**src/include/mic_pkg.sv**
```systemverilog
// constants, register map and field layout of the interrupt controller
package mic_pkg;
   // fetch vectors and program counter width
   localparam int PC_W = 11;
   localparam logic [10:0] VEC_TRAP = 11'h001;
   localparam logic [10:0] VEC_HW = 11'h008;

   // hardware event flag positions
   localparam int NUM_FLAGS = 11;
   localparam int FLG_TIMER0 = 0;
   localparam int FLG_TIMER1 = 1;
   localparam int FLG_TIMER2 = 2;
   localparam int FLG_TIMER3 = 3;
   localparam int FLG_PINCHG = 4;
   localparam int FLG_EXT0 = 5;
   localparam int FLG_WATCHDOG = 6;
   localparam int FLG_EXT1 = 7;
   localparam int FLG_LOWVOLT = 8;
   localparam int FLG_COMPARE = 9;
   localparam int FLG_ADC = 10;

   // timer wrap values
   localparam logic [7:0] T0_FROM = 8'h00;
   localparam logic [7:0] T0_TO = 8'hff;
   localparam logic [9:0] T10_FROM = 10'h3ff;
   localparam logic [9:0] T10_TO = 10'h000;

   // port widths
   localparam int PA_W = 8;
   localparam int PB_W = 6;
   localparam int SYNC_W = PA_W + PB_W + 2;

   // bus geometry and register byte offsets
   localparam int AXI_AW = 8;
   localparam logic [7:0] OFS_FLAG = 8'h00;
   localparam logic [7:0] OFS_ENABLE = 8'h04;
   localparam logic [7:0] OFS_WAKE = 8'h08;
   localparam logic [7:0] OFS_CTRL = 8'h0c;
   localparam logic [7:0] OFS_SYSSTAT = 8'h10;
   localparam logic [7:0] OFS_SYSMASK = 8'h14;
   localparam logic [1:0] RESP_OKAY = 2'b00;
   localparam logic [1:0] RESP_SLVERR = 2'b10;

   // register selector
   typedef enum logic [2:0] {
      MIC_SEL_FLAG = 3'b000,
      MIC_SEL_ENABLE = 3'b001,
      MIC_SEL_WAKE = 3'b010,
      MIC_SEL_CTRL = 3'b011,
      MIC_SEL_SYSSTAT = 3'b100,
      MIC_SEL_SYSMASK = 3'b101,
      MIC_SEL_NONE = 3'b111
   } mic_sel_t;

   // wake register field layout
   localparam int WAKE_PA_LSB = 0;
   localparam int WAKE_PB_LSB = 8;
   // control register field layout
   localparam int CTRL_EXT0_SEL = 0;
   localparam int CTRL_EXT1_SEL = 1;
   localparam int CTRL_EDGE_SEL = 2;
   localparam int CTRL_GIE = 8;
   localparam int CTRL_INSVC = 9;
   // system status layout
   localparam int NUM_SYS = 3;
   localparam int SYS_TRAP = 0;
   localparam int SYS_HWIRQ = 1;
   localparam int SYS_RETURN = 2;

   // reset values
   localparam logic [10:0] FLAG_RST = 11'h000;
   localparam logic [10:0] ENABLE_RST = 11'h000;
   localparam logic [13:0] WAKE_RST = 14'h0000;
   localparam logic [2:0] CTRL_RST = 3'h0;
   localparam logic [2:0] SYS_RST = 3'h0;
endpackage

```
**src/hw/mic_pin_sync.sv**
```systemverilog
// three-stage synchroniser with agreement filter for asynchronous pins
module mic_pin_sync #(
   parameter int WIDTH = 1
) (
   input wire logic clk_sys,
   input wire logic rst,
   input wire logic [WIDTH-1:0] pinIn,
   output logic [WIDTH-1:0] pinOut
);
   logic [WIDTH-1:0] stage1_q;
   logic [WIDTH-1:0] stage2_q;
   logic [WIDTH-1:0] stage3_q;

   // shift chain; stage1 feeds only stage2
   always_ff @(posedge clk_sys) begin
      if (rst) begin
         stage1_q <= '0;
         stage2_q <= '0;
         stage3_q <= '0;
      end else begin
         stage1_q <= pinIn;
         stage2_q <= stage1_q;
         stage3_q <= stage2_q;
      end
   end

   // a bit follows only when stages two and three agree
   genvar i;
   generate
      for (i = 0; i < WIDTH; i = i + 1) begin : g_filt
         logic filtBit_q;
         always_ff @(posedge clk_sys) begin
            if (rst) begin
               filtBit_q <= 1'b0;
            end else if (stage2_q[i] == stage3_q[i]) begin
               filtBit_q <= stage3_q[i];
            end
         end
         assign pinOut[i] = filtBit_q;
      end
   endgenerate
endmodule // mic_pin_sync

```
**src/hw/mic_irq_ctrl.sv**
```systemverilog
// interrupt controller: event flags, vectoring and AXI4-Lite registers
//
// Behaviour
// - trap vectors to 0x001 whatever the enable, clears global enable
// - hardware irqs need global enable; instructions set or clear it
// - return instruction sets global enable and resumes interrupted code
// - each event sets its flag; flag stays until firmware writes zero
// - a flag reads back only while its own enable bit is one
// - enabled flag under global enable vectors to 0x008, clears enable
// - timer 0 passing 0x00 to 0xFF sets timer 0 flag
// - timers 1 to 3 passing 0x3FF to 0x00 set their own flags
// - watchdog timeout sets its flag only when interrupt mode is chosen
// - level change on enabled wake input pins sets shared pin-change flag
// - external selects mask pin-change detection on port B bits 0 and 1
// - selected edge on port B bit 0 or 1 sets external flag
// - falling low-voltage detector output sets the low-voltage flag
// - comparator change sets flag; oscillator read clears stored difference
// - each converter end-of-conversion pulse sets the converter flag
// - watchdog flag and enable sit at bit 6 of their registers
module mic_irq_ctrl
   import mic_pkg::*;
(
   input wire logic clk_sys,
   input wire logic rst,
   // core sequencer
   input wire logic instrDone,
   input wire logic instrIsTrap,
   input wire logic instrIsEni,
   input wire logic instrIsDisi,
   input wire logic instrIsReti,
   input wire logic [PC_W-1:0] nextPc,
   output logic fetchRedirect,
   output logic [PC_W-1:0] fetchAddr,
   output logic stackPush,
   output logic [PC_W-1:0] pushAddr,
   output logic stackPop,
   output logic globalIrqEnable,
   output logic inService,
   output logic hwIrqPending,
   // peripheral events on the core clock
   input wire logic [7:0] timer0Count,
   input wire logic [9:0] timer1Count,
   input wire logic [9:0] timer2Count,
   input wire logic [9:0] timer3Count,
   input wire logic wdtTimeout,
   input wire logic wdtIrqMode,
   input wire logic [PA_W-1:0] portaIsInput,
   input wire logic [PB_W-1:0] portbIsInput,
   input wire logic oscCtrlRead,
   input wire logic adcEoc,
   // asynchronous pins
   input wire logic [PA_W-1:0] portaPin,
   input wire logic [PB_W-1:0] portbPin,
   input wire logic lvdOut,
   input wire logic cmpOut,
   // system interrupt
   output logic sysIrq,
   // AXI4-Lite slave
   input wire logic [AXI_AW-1:0] s_axi_awaddr,
   input wire logic s_axi_awvalid,
   output logic s_axi_awready,
   input wire logic [31:0] s_axi_wdata,
   input wire logic [3:0] s_axi_wstrb,
   input wire logic s_axi_wvalid,
   output logic s_axi_wready,
   output logic [1:0] s_axi_bresp,
   output logic s_axi_bvalid,
   input wire logic s_axi_bready,
   input wire logic [AXI_AW-1:0] s_axi_araddr,
   input wire logic s_axi_arvalid,
   output logic s_axi_arready,
   output logic [31:0] s_axi_rdata,
   output logic [1:0] s_axi_rresp,
   output logic s_axi_rvalid,
   input wire logic s_axi_rready
);
   // address decode shared by read and write
   function automatic mic_sel_t decodeSel(input logic [AXI_AW-1:0] a);
      case (a)
         OFS_FLAG: decodeSel = MIC_SEL_FLAG;
         OFS_ENABLE: decodeSel = MIC_SEL_ENABLE;
         OFS_WAKE: decodeSel = MIC_SEL_WAKE;
         OFS_CTRL: decodeSel = MIC_SEL_CTRL;
         OFS_SYSSTAT: decodeSel = MIC_SEL_SYSSTAT;
         OFS_SYSMASK: decodeSel = MIC_SEL_SYSMASK;
         default: decodeSel = MIC_SEL_NONE;
      endcase
   endfunction

   // merge write data into an old word under the byte strobes
   function automatic logic [31:0] mergeStrb(input logic [31:0] old,
         input logic [31:0] data, input logic [3:0] strb);
      logic [31:0] m;
      m = {{8{strb[3]}}, {8{strb[2]}}, {8{strb[1]}}, {8{strb[0]}}};
      mergeStrb = (old & ~m) | (data & m);
   endfunction

   logic [NUM_FLAGS-1:0] flag_q;
   logic [NUM_FLAGS-1:0] enable_q;
   logic [PA_W+PB_W-1:0] wake_q;
   logic [2:0] ctrl_q;
   logic [NUM_SYS-1:0] sysStat_q;
   logic [NUM_SYS-1:0] sysMask_q;
   logic gie_q;
   logic inSvc_q;
   logic redirect_q;
   logic [PC_W-1:0] fetchAddr_q;
   logic push_q;
   logic [PC_W-1:0] pushAddr_q;
   logic pop_q;
   logic pending_q;
   logic sysIrq_q;
   logic [7:0] t0Prev_q;
   logic [9:0] t1Prev_q;
   logic [9:0] t2Prev_q;
   logic [9:0] t3Prev_q;
   logic [PA_W-1:0] paPrev_q;
   logic [PB_W-1:0] pbPrev_q;
   logic ext0Prev_q;
   logic ext1Prev_q;
   logic lvdPrev_q;
   logic cmpStored_q;
   logic cmpDiffPrev_q;
   logic [SYNC_W-1:0] syncOut;
   logic [PA_W-1:0] paSync;
   logic [PB_W-1:0] pbSync;
   logic lvdSync;
   logic cmpSync;
   logic [NUM_FLAGS-1:0] evt;
   logic [NUM_FLAGS-1:0] flagVisible;
   logic [NUM_FLAGS-1:0] wrClear;
   logic [NUM_SYS-1:0] sysEvt;
   logic hwReq;
   logic gieAfter;
   logic takeTrap;
   logic takeReti;
   logic takeHw;
   logic edgeSel;
   logic ext0Rise;
   logic ext1Rise;
   logic cmpDiff;
   // bus state
   logic awready_q;
   logic wready_q;
   logic awHeld_q;
   logic wHeld_q;
   logic [AXI_AW-1:0] awAddr_q;
   logic [31:0] wData_q;
   logic [3:0] wStrb_q;
   logic bvalid_q;
   logic [1:0] bresp_q;
   logic arready_q;
   logic rvalid_q;
   logic [31:0] rdata_q;
   logic [1:0] rresp_q;
   logic doWrite;
   logic doRead;
   mic_sel_t wrSel;
   mic_sel_t rdSel;
   logic [31:0] wrWord;
   logic [31:0] rdWord;
   logic [31:0] oldWord;
   logic [NUM_SYS-1:0] sysStatD;

   // pins cross into the core clock
   mic_pin_sync #(.WIDTH(SYNC_W)) u_sync (
      .clk_sys(clk_sys),
      .rst(rst),
      .pinIn({cmpOut, lvdOut, portbPin, portaPin}),
      .pinOut(syncOut)
   );
   assign paSync = syncOut[PA_W-1:0];
   assign pbSync = syncOut[PA_W+PB_W-1:PA_W];
   assign lvdSync = syncOut[PA_W+PB_W];
   assign cmpSync = syncOut[PA_W+PB_W+1];

   // previous samples for edge and wrap detection
   always_ff @(posedge clk_sys) begin
      if (rst) begin
         t0Prev_q <= T0_FROM;
         t1Prev_q <= T10_TO;
         t2Prev_q <= T10_TO;
         t3Prev_q <= T10_TO;
         paPrev_q <= '0;
         pbPrev_q <= '0;
         ext0Prev_q <= 1'b0;
         ext1Prev_q <= 1'b0;
         lvdPrev_q <= 1'b0;
         cmpDiffPrev_q <= 1'b0;
      end else begin
         t0Prev_q <= timer0Count;
         t1Prev_q <= timer1Count;
         t2Prev_q <= timer2Count;
         t3Prev_q <= timer3Count;
         paPrev_q <= paSync;
         pbPrev_q <= pbSync;
         ext0Prev_q <= pbSync[0];
         ext1Prev_q <= pbSync[1];
         lvdPrev_q <= lvdSync;
         cmpDiffPrev_q <= cmpDiff;
      end
   end

   // comparator reference is refreshed by each oscillator register read
   always_ff @(posedge clk_sys) begin
      if (rst) begin
         cmpStored_q <= 1'b0;
      end else if (oscCtrlRead) begin
         cmpStored_q <= cmpSync;
      end
   end
   assign cmpDiff = (cmpSync != cmpStored_q) & ~oscCtrlRead;

   // event detection
   always_comb begin
      logic [PB_W-1:0] pbMask;
      pbMask = wake_q[WAKE_PB_LSB +: PB_W] & portbIsInput;
      pbMask[0] = pbMask[0] & ~ctrl_q[CTRL_EXT0_SEL];
      pbMask[1] = pbMask[1] & ~ctrl_q[CTRL_EXT1_SEL];
      evt = '0;
      evt[FLG_TIMER0] = (t0Prev_q == T0_FROM)
            && (timer0Count == T0_TO);
      evt[FLG_TIMER1] = (t1Prev_q == T10_FROM)
            && (timer1Count == T10_TO);
      evt[FLG_TIMER2] = (t2Prev_q == T10_FROM)
            && (timer2Count == T10_TO);
      evt[FLG_TIMER3] = (t3Prev_q == T10_FROM)
            && (timer3Count == T10_TO);
      evt[FLG_WATCHDOG] = wdtTimeout & wdtIrqMode;
      evt[FLG_PINCHG] = |((paSync ^ paPrev_q) & wake_q[WAKE_PA_LSB +: PA_W]
            & portaIsInput) | |((pbSync ^ pbPrev_q) & pbMask);
      evt[FLG_EXT0] = ctrl_q[CTRL_EXT0_SEL] & ext0Rise;
      evt[FLG_EXT1] = ctrl_q[CTRL_EXT1_SEL] & ext1Rise;
      evt[FLG_LOWVOLT] = lvdPrev_q & ~lvdSync;
      evt[FLG_COMPARE] = cmpDiff & ~cmpDiffPrev_q;
      evt[FLG_ADC] = adcEoc;
   end

   // selected edge: select one means rising, zero means falling
   assign edgeSel = ctrl_q[CTRL_EDGE_SEL];
   assign ext0Rise = edgeSel ? (pbSync[0] & ~ext0Prev_q)
         : (~pbSync[0] & ext0Prev_q);
   assign ext1Rise = edgeSel ? (pbSync[1] & ~ext1Prev_q)
         : (~pbSync[1] & ext1Prev_q);

   // bus write strobe and the flags that a written zero clears
   assign doWrite = awHeld_q & wHeld_q & ~bvalid_q;
   assign doRead = s_axi_arvalid & arready_q;
   assign wrSel = decodeSel(awAddr_q);
   assign rdSel = decodeSel(s_axi_araddr);
   // old contents of the addressed register, for the byte-lane merge
   always_comb begin
      oldWord = '0;
      case (wrSel)
         MIC_SEL_FLAG: oldWord[NUM_FLAGS-1:0] = flag_q;
         MIC_SEL_ENABLE: oldWord[NUM_FLAGS-1:0] = enable_q;
         MIC_SEL_WAKE: oldWord[PA_W+PB_W-1:0] = wake_q;
         MIC_SEL_CTRL: oldWord[2:0] = ctrl_q;
         MIC_SEL_SYSMASK: oldWord[NUM_SYS-1:0] = sysMask_q;
         default: oldWord = '0;
      endcase
   end
   assign wrWord = mergeStrb(oldWord, wData_q, wStrb_q);
   assign wrClear = (doWrite && wrSel == MIC_SEL_FLAG)
         ? ~wrWord[NUM_FLAGS-1:0] : '0;

   // sticky event flags; a new event beats a written zero
   always_ff @(posedge clk_sys) begin
      if (rst) begin
         flag_q <= FLAG_RST;
      end else begin
         flag_q <= (flag_q & ~wrClear) | evt;
      end
   end

   // enable, wake and control registers
   always_ff @(posedge clk_sys) begin
      if (rst) begin
         enable_q <= ENABLE_RST;
         wake_q <= WAKE_RST;
         ctrl_q <= CTRL_RST;
         sysMask_q <= SYS_RST;
      end else if (doWrite) begin
         case (wrSel)
            MIC_SEL_ENABLE: begin
               enable_q <= wrWord[NUM_FLAGS-1:0];
            end
            MIC_SEL_WAKE: begin
               wake_q <= wrWord[PA_W+PB_W-1:0];
            end
            MIC_SEL_CTRL: begin
               ctrl_q <= wrWord[2:0];
            end
            MIC_SEL_SYSMASK: begin
               sysMask_q <= wrWord[NUM_SYS-1:0];
            end
            default: begin
               enable_q <= enable_q;
            end
         endcase
      end
   end

   // vectoring decisions at the instruction boundary
   assign flagVisible = flag_q & enable_q;
   assign hwReq = |flagVisible;
   assign gieAfter = instrIsEni ? 1'b1 : (instrIsDisi ? 1'b0 : gie_q);
   assign takeTrap = instrDone & instrIsTrap;
   assign takeReti = instrDone & ~instrIsTrap & instrIsReti;
   assign takeHw = instrDone & ~instrIsTrap & ~instrIsReti & hwReq
         & gieAfter;

   // global enable and in-service state
   always_ff @(posedge clk_sys) begin
      if (rst) begin
         gie_q <= 1'b0;
         inSvc_q <= 1'b0;
      end else if (takeTrap) begin
         gie_q <= 1'b0;
         inSvc_q <= 1'b1;
      end else if (takeReti) begin
         gie_q <= 1'b1;
         inSvc_q <= 1'b0;
      end else if (takeHw) begin
         gie_q <= 1'b0;
         inSvc_q <= 1'b1;
      end else if (instrDone) begin
         gie_q <= gieAfter;
      end
   end

   // fetch redirect, return address push and pop toward the core
   always_ff @(posedge clk_sys) begin
      if (rst) begin
         redirect_q <= 1'b0;
         fetchAddr_q <= '0;
         push_q <= 1'b0;
         pushAddr_q <= '0;
         pop_q <= 1'b0;
      end else begin
         redirect_q <= takeTrap | takeHw;
         push_q <= takeTrap | takeHw;
         pop_q <= takeReti;
         if (takeTrap) begin
            fetchAddr_q <= VEC_TRAP;
            pushAddr_q <= nextPc;
         end else if (takeHw) begin
            fetchAddr_q <= VEC_HW;
            pushAddr_q <= nextPc;
         end
      end
   end

   // pending indication and system interrupt status, cleared by read
   assign sysEvt = {takeReti, takeHw, takeTrap};
   // a read clears the status, but an event in that cycle still sets it
   assign sysStatD = (doRead && rdSel == MIC_SEL_SYSSTAT) ? sysEvt
         : (sysStat_q | sysEvt);
   always_ff @(posedge clk_sys) begin
      if (rst) begin
         sysStat_q <= SYS_RST;
         sysIrq_q <= 1'b0;
         pending_q <= 1'b0;
      end else begin
         pending_q <= hwReq & gie_q;
         sysStat_q <= sysStatD;
         sysIrq_q <= |(sysStatD & sysMask_q);
      end
   end

   // write address and data channels, taken in either order
   always_ff @(posedge clk_sys) begin
      if (rst) begin
         awready_q <= 1'b1;
         wready_q <= 1'b1;
         awHeld_q <= 1'b0;
         wHeld_q <= 1'b0;
         awAddr_q <= '0;
         wData_q <= '0;
         wStrb_q <= '0;
         bvalid_q <= 1'b0;
         bresp_q <= RESP_OKAY;
      end else begin
         if (s_axi_awvalid && awready_q) begin
            awHeld_q <= 1'b1;
            awAddr_q <= s_axi_awaddr;
            awready_q <= 1'b0;
         end
         if (s_axi_wvalid && wready_q) begin
            wHeld_q <= 1'b1;
            wData_q <= s_axi_wdata;
            wStrb_q <= s_axi_wstrb;
            wready_q <= 1'b0;
         end
         if (doWrite) begin
            awHeld_q <= 1'b0;
            wHeld_q <= 1'b0;
            bvalid_q <= 1'b1;
            bresp_q <= (wrSel == MIC_SEL_NONE) ? RESP_SLVERR : RESP_OKAY;
         end
         if (bvalid_q && s_axi_bready) begin
            bvalid_q <= 1'b0;
            awready_q <= 1'b1;
            wready_q <= 1'b1;
         end
      end
   end

   // read data multiplexer
   always_comb begin
      rdWord = '0;
      case (rdSel)
         MIC_SEL_FLAG: rdWord[NUM_FLAGS-1:0] = flagVisible;
         MIC_SEL_ENABLE: rdWord[NUM_FLAGS-1:0] = enable_q;
         MIC_SEL_WAKE: rdWord[PA_W+PB_W-1:0] = wake_q;
         MIC_SEL_CTRL: begin
            rdWord[2:0] = ctrl_q;
            rdWord[CTRL_GIE] = gie_q;
            rdWord[CTRL_INSVC] = inSvc_q;
         end
         MIC_SEL_SYSSTAT: rdWord[NUM_SYS-1:0] = sysStat_q;
         MIC_SEL_SYSMASK: rdWord[NUM_SYS-1:0] = sysMask_q;
         default: rdWord = '0;
      endcase
   end

   // read channel: one read in flight, answer one cycle after address
   always_ff @(posedge clk_sys) begin
      if (rst) begin
         arready_q <= 1'b1;
         rvalid_q <= 1'b0;
         rdata_q <= '0;
         rresp_q <= RESP_OKAY;
      end else begin
         if (doRead) begin
            arready_q <= 1'b0;
            rvalid_q <= 1'b1;
            rdata_q <= rdWord;
            rresp_q <= (rdSel == MIC_SEL_NONE) ? RESP_SLVERR : RESP_OKAY;
         end
         if (rvalid_q && s_axi_rready) begin
            rvalid_q <= 1'b0;
            arready_q <= 1'b1;
         end
      end
   end

   // outputs straight from flip-flops
   assign fetchRedirect = redirect_q;
   assign fetchAddr = fetchAddr_q;
   assign stackPush = push_q;
   assign pushAddr = pushAddr_q;
   assign stackPop = pop_q;
   assign globalIrqEnable = gie_q;
   assign inService = inSvc_q;
   assign hwIrqPending = pending_q;
   assign sysIrq = sysIrq_q;
   assign s_axi_awready = awready_q;
   assign s_axi_wready = wready_q;
   assign s_axi_bresp = bresp_q;
   assign s_axi_bvalid = bvalid_q;
   assign s_axi_arready = arready_q;
   assign s_axi_rdata = rdata_q;
   assign s_axi_rresp = rresp_q;
   assign s_axi_rvalid = rvalid_q;
endmodule // mic_irq_ctrl

```
**config.mk**
```make
export PLATFORM = sky130hd
export DESIGN_NAME = mic_irq_ctrl
export DESIGN_NICKNAME = d
export VERILOG_FILES = /design/src/include/mic_pkg.sv /design/src/hw/mic_pin_sync.sv /design/src/hw/mic_irq_ctrl.sv
export SDC_FILE = /design/constraint.sdc
export NUM_CORES = 1
export LEC_CHECK = 0
export BUFFER_PORTS_ARGS = -buffer_cell sky130_fd_sc_hd__buf_2
export CORE_UTILIZATION = 45
export CTS_CLUSTER_DIAMETER = 200
export DETAILED_ROUTE_END_ITERATION = 16
export PLACE_DENSITY = 0.69
export SLEW_MARGIN = 20
export SYNTH_ARGS = -nofsm -noshare
export SYNTH_HDL_FRONTEND = slang
export SYNTH_SLANG_ARGS = --single-unit
```
**constraint.sdc**
```tcl
create_clock -name clk_sys -period 3.2 [get_ports clk_sys]
set_clock_uncertainty 0.1 [all_clocks]
set_input_delay 0.16 -clock clk_sys [delete_from_list [all_inputs] [get_ports clk_sys]]
set_output_delay 0.16 -clock clk_sys [all_outputs]
set_load 0.02 [all_outputs]
```
## Word-level counts from Yosys, hierarchy flattened

Cells that the tools add are included.

| word-level totals | value |
|---|---|
| register bits | 234 |
| input bits | 147 |
| output and inout bits | 70 |
| word-level logic and storage cells | 214 |

| operators by class | value |
|---|---|
| eq/ne operators | 42 |
| mux-type cells | 28 |
| bitwise gates (word level) | 53 |
| reduce and logical (&&, ||, !) cells | 33 |

Operators by type and width:

| kind | number |
|---|---|
| $pmux W3 S6 | 3 |
| $mux W11 | 3 |
| $eq A8 B4 Y1 const B | 4 |
| $eq A8 B5 Y1 const B | 4 |
| $eq A10 B10 Y1 const B | 3 |
| $logic_not A10 Y1 | 3 |
| $and A14 B14 Y14 | 2 |
| $logic_not A8 Y1 | 3 |
| $pmux W8 S3 | 1 |
| $and A1 B1 Y1 | 22 |
| $and A11 B11 Y11 | 2 |
| $not A11 Y11 | 2 |
| $and A8 B8 Y8 | 2 |
| $eq A1 B1 Y1 | 16 |
| $eq A8 B3 Y1 const B | 2 |
| $eq A3 B3 Y1 const B | 5 |
| $pmux W3 S5 | 1 |
| $pmux W5 S3 | 1 |
| $not A14 Y14 | 1 |
| $or A14 B14 Y14 | 1 |
| $and A6 B6 Y6 | 2 |
| $eq A3 B2 Y1 const B | 4 |
| $mux W1 | 12 |
| $not A1 Y1 | 12 |
| 23 further kinds | 45 |

## Depth between registers and ports, before layout

| depth | value |
|---|---|
| depth after elaboration | 11 |
| mapped depth | 11 |
| mapped depth without buffers | 9 |

## Hierarchy

Synthesis repeated with hierarchy kept, for this count alone.

| second synthesis, totals | value |
|---|---|
| cells, all modules | 979 |
| area total of the unflattened synthesis | 9,280.2 um2 |

By module, submodules not included:

| module | instances | cells each | area each (um2) | sequential area each (um2) |
|---|---|---|---|---|
| mic_irq_ctrl | 1 | 796 | 7,109.3 | 3,323.2 |
| mic_pin_sync | 1 | 183 | 2,170.8 | 1,281.2 |

## Worst setup path before layout

Ideal clock, no wire load.

| timing path | value |
|---|---|
| kind | input to register |
| from | input s_axi_araddr[7] |
| to | register rdata_q[8] (netlist: s_axi_rdata[8]) |
| arrival | 2.592 ns |
| required time | 3.014 ns |
| path slack | 0.423 ns |
| cell stages on the path | 11 |
| cell sequence | or3_4 -> buf_6 -> nor3_1 -> nand2_1 -> ha_1 -> nand2b_1 -> or4_1 -> buf_2 -> nor2_1 -> nand2_1 -> a211oi_1 |

| on the way | value |
|---|---|
| word-level cells in the longest chain between the ends | 4 |
| elaborated cells on any way between the ends | 12 |

Ends and longest elaborated chain:

| what | RTL line | source |
|---|---|---|
| start: declaration | mic_irq_ctrl.sv:69 | `input wire logic [AXI_AW-1:0] s_axi_araddr,` |
| $eq A8 B5 Y1, or another cell as far along | mic_irq_ctrl.sv:79 | `case (a)` |
| $pmux W3 S6 (*) | mic_irq_ctrl.sv:79 |  |
| $eq A3 B2 Y1, or another cell as far along | mic_irq_ctrl.sv:412 | `case (rdSel)` |
| $pmux W2 S4 (*) | mic_irq_ctrl.sv:412 |  |
| end signal: assignment | mic_irq_ctrl.sv:438 | `rdata_q <= rdWord;` |
| end: declaration | mic_irq_ctrl.sv:154 | `logic [31:0] rdata_q;` |

Every way passes the cells marked *; elsewhere a longest branch is shown, timed or not.
A chain may end at the register's enable or synchronous reset.

## Worst setup path in the final report

| timing path | value |
|---|---|
| from | register enable_q[1] |
| to | register gie_q (netlist: globalIrqEnable) |

| on the way | value |
|---|---|
| word-level cells in the longest chain between the ends | 6 |
| elaborated cells on any way between the ends | 7 |

Ends and longest elaborated chain:

| what | RTL line | source |
|---|---|---|
| start: declaration | mic_irq_ctrl.sv:99 | `logic [NUM_FLAGS-1:0] enable_q;` |
| start signal: assignment | mic_irq_ctrl.sv:286 | `enable_q <= wrWord[NUM_FLAGS-1:0];` |
| start signal: assignment | mic_irq_ctrl.sv:298 | `enable_q <= enable_q;` |
| $and A11 B11 Y11 (*) | mic_irq_ctrl.sv:305 | `assign flagVisible = flag_q & enable_q;` |
| $reduce_or A11 Y1 (*) | mic_irq_ctrl.sv:306 | `assign hwReq = \|flagVisible;` |
| $and A1 B1 Y1 (*) | mic_irq_ctrl.sv:310 | `assign takeHw = instrDone & ~instrIsTrap & ~instrIsReti & hwReq` |
| $and A1 B1 Y1 (*) | mic_irq_ctrl.sv:311 | `& gieAfter;` |
| $mux W1 | mic_irq_ctrl.sv:324 | `end else if (takeHw) begin` |
| $mux W1 | mic_irq_ctrl.sv:321 | `end else if (takeReti) begin` |
| end signal: assignment | mic_irq_ctrl.sv:328 | `gie_q <= gieAfter;` |
| end: declaration | mic_irq_ctrl.sv:104 | `logic gie_q;` |

Marked as above.

==> impl_summary.md <==
Finish
In the layout the commonest cells are sky130_fd_sc_hd__dfxtp_1, sky130_fd_sc_hd__buf_2, sky130_fd_sc_hd__nand2_1. The final design area excluding fillers is 12120 sq um. The area added between synthesis and finish is 33.77%. In the final layout, the share of cells above drive strength 1 is 0.1860. The final-stage net count is 1408.

The number of antenna diodes in the final layout is 0. The leading cell type in the layout, fill and taps excluded is sky130_fd_sc_hd__dfxtp_1. The number of fill cells is 1636.

Route
The total iterations of the first detailed-routing run is 6. The detail-routed via count per cell is 5.160. After detailed routing, the number of remaining DRC violations is 0. The final wirelength is 23380 um. The average detailed-routed wire length per instance is 15.19 um. In this run the remaining antenna-violating nets after routing total 0. After the first detailed-routing iteration, the DRC count stood at 423. The via count is 7941.

Setup path
The worst-path maximum fanout is 5. Data arrives at the worst endpoint at 3.21 ns. The class of the most critical setup path is reg -> reg. The critical path launch point type is a flip-flop. STA classifies the critical path endpoint as a flip-flop.

Data on the critical path is required at its endpoint by 3.56 ns.

Floorplanning
The initial utilization of the core area, before any placement, comes to 0.4625. The die width is 143.9 um. During I/O placement, the number of pins put on the boundary was 217.

The core region is 19590 sq um. The die is 143.9 um tall. The die covers 20710 sq um. The row count is 51.

Clock network
TritonCTS built the clock tree. The total clock sinks is 230. The number of buffers added by the clock tree synthesis step is 24. In this run the number of H-tree levels came out at 1. The clock tree root buffer cell is sky130_fd_sc_hd__clkbuf_16. The clock transition at the register clock pins on the worst setup and hold paths after CTS is 0.06 ns. For the worst-skew pair, the clock arrives at the later sink with an insertion delay of 0.52 ns.

The total setup buffers inserted after CTS is 0. Counting along the longest clock path gives a buffer depth of 3.

Place
Detailed placement ended at an HPWL of 14900 um. Prior to clock tree synthesis, the placed netlist has a worst setup slack of 0.3377 ns. The routability congestion estimate from global placement is 0.8433.

After detailed placement, the total cell area comes to 9987 sq um. The number of port buffers is 167.

Power
Power spread over the standard cell area amounts to 542.9 nW/um^2. VDD sags by at most 0.5835 mV. For this design the static power due to leakage is 4.907 nW.

STA
The total count of max-transition violations in the final report is 0. Setup violations remaining at the end of the flow were counted as 0. The headroom to the max-slew limit is 0.4911.

The number of hold-slack violations in the final timing report was 0. Setup repair after global routing left no endpoint under its margin. Dividing the final minimum period by the clock period gives 0.8886.

The final worst setup slack is 0.3566 ns. The actual transition at the worst max-transition pin is 0.7617 ns. For this run, the top clock speed supported by timing is 351.7 MHz. The total negative slack for setup checks is 0 ns. The minimum clock period is 2.843 ns.

Yosys
Counting every instance in the synthesized netlist gives 984. After synthesis, the netlist uses 66 different library cells. The warning count from the yosys run is 0.

The most used flip-flop cell after synthesis is sky130_fd_sc_hd__dfxtp_1. In this run the mean area of a mapped cell was 9.209 sq um. The proportion of register bits with asynchronous set or reset after synthesis is 0.

The cell area that synthesis handed to floorplanning was 9061 sq um. The number of flops mapped to enable cells by yosys is 0. Of the synthesized area, sequential elements account for 0.5081. In this run, synthesis produced a sequential element count of 230.

GRT
The initial antenna violation count came to 0. The largest net degree at the start of global routing is 153. After global routing the overflow that remains totals 0. In the global route stage, overall resource usage came out at 0.2273. The first global-routing pass estimated 37090 um of wire.

The via count of the first global-routing pass is 7533.

Run
The number of maximum-capacitance constraint violations is 0.

Worst hold path
In this run the worst hold path is classified as in -> reg.

Run status
The flow ran to the end, and the final reports show no timing, DRC or antenna violations.
worst paths after layout:
kind              slack [ns]                            from                             end  depth (start not counted)
hold reg to reg         0.33  u_sync.stage1_q[13]$_SDFF_PP0_  u_sync.stage2_q[13]$_SDFF_PP0_                          1
hold / removal          0.11                 s_axi_araddr[4]     s_axi_rdata[8]$_SDFFE_PP0P_                          4
setup reg to reg        0.36        enable_q[1]$_SDFFE_PP0P_    globalIrqEnable$_SDFFE_PP0P_                          7
setup / recovery        0.36        enable_q[1]$_SDFFE_PP0P_    globalIrqEnable$_SDFFE_PP0P_                          7
cell families after synthesis:
group,after synthesis,synth area share
AOI/OAI and AO/OA,200,0.1442
adders and majority gates,5,0.006904
buffers and inverters,100,0.05661
and+or+nand+nor,388,0.2184
DFF,230,0.5081
other,1,0.0004139
muxes,47,0.05275
xor gates and xnor gates,13,0.01257
flip-flops by register name, indices dropped and copies added, names as in the netlist, 6 cells and up:
signal	flops
wake_q	14
u_sync.stage2_q	16
pushAddr	11
t0Prev_q	8
u_sync.stage3_q	16
paPrev_q	8
s_axi_rdata	14
t3Prev_q	10
enable_q	11
awAddr_q	8
pbPrev_q	6
flag_q	11
u_sync.stage1_q	16
t1Prev_q	10
t2Prev_q	10
wData_q	14
u_sync.g_filt.filtBit_q	16
synth_stat cells (14+ instances only):
| master | instances | area [sq um] |
|---|---|---|
| sky130_fd_sc_hd__a211oi_1 | 25 | 187.7 |
| sky130_fd_sc_hd__a21oi_1 | 66 | 330.3 |
| sky130_fd_sc_hd__buf_4 | 30 | 225.2 |
| sky130_fd_sc_hd__clkbuf_1 | 40 | 150.1 |
| sky130_fd_sc_hd__dfxtp_1 | 230 | 4604 |
| sky130_fd_sc_hd__inv_1 | 16 | 60.06 |
| sky130_fd_sc_hd__mux2i_1 | 41 | 410.4 |
| sky130_fd_sc_hd__nand2_1 | 127 | 476.7 |
| sky130_fd_sc_hd__nand3_1 | 28 | 140.1 |
| sky130_fd_sc_hd__nor2_1 | 52 | 195.2 |
| sky130_fd_sc_hd__nor2b_1 | 104 | 650.6 |
| sky130_fd_sc_hd__nor3_1 | 14 | 70.07 |
| sky130_fd_sc_hd__o21ai_0 | 44 | 220.2 |
cell type report:
class	count	area (sq um)	area share
inverters	17	63.81	0.005264
flip-flops and latches	230	4604	0.3799
repair buffers	301	2171	0.1791
clock buffers	35	721.9	0.05956
multi-input cells	682	4064	0.3353
well taps	265	331.6	0.02735
clock inverters	9	165.2	0.01363
stage by stage:
stage               power (W)  hold WS [ns]  std cells  utilization
floorplan            0.003354        0.1496       1012            -
global placement     0.003483        0.2696       1371       0.5098
detailed placement   0.003489        0.2717       1371       0.5098
CTS                  0.006625       0.08877       1539       0.6184
global route         0.006830        0.1209       1539       0.6188
finish               0.006581        0.1128       1539       0.6188
layer usage:
layer,part of all wire,vias to the layer above,track usage
li1,-,3919,-
met1,0.41,3720,0.2720
met2,0.50,241,0.4048
met3,0.055,61,0.04099
met4,0.032,0,0.08063
met5,0,-,0
critical path, stage by stage, from the launching register on:
cell and delay (ns):
sky130_fd_sc_hd__dfxtp_1 0.41, sky130_fd_sc_hd__a22o_1 0.25, sky130_fd_sc_hd__a221oi_2 0.41, sky130_fd_sc_hd__o2111ai_1 0.18
sky130_fd_sc_hd__a21o_1 0.20, sky130_fd_sc_hd__dlygate4sd3_1 0.55, sky130_fd_sc_hd__a21oi_1 0.14, sky130_fd_sc_hd__dlygate4sd3_1 0.56
power by group:
part	switching [W]	internal, W
logic	0.000280	0.000264
clock network	0.00113	0.00189
registers	0.0000560	0.00296
what timing repair did:
action,4_1_cts,5_1_grt
hold buffers,124,0
endpoints found under the hold margin,146,0
setup endpoints to repair,0,1
resized for setup,0,1
Power figures use the tool's default switching activity.
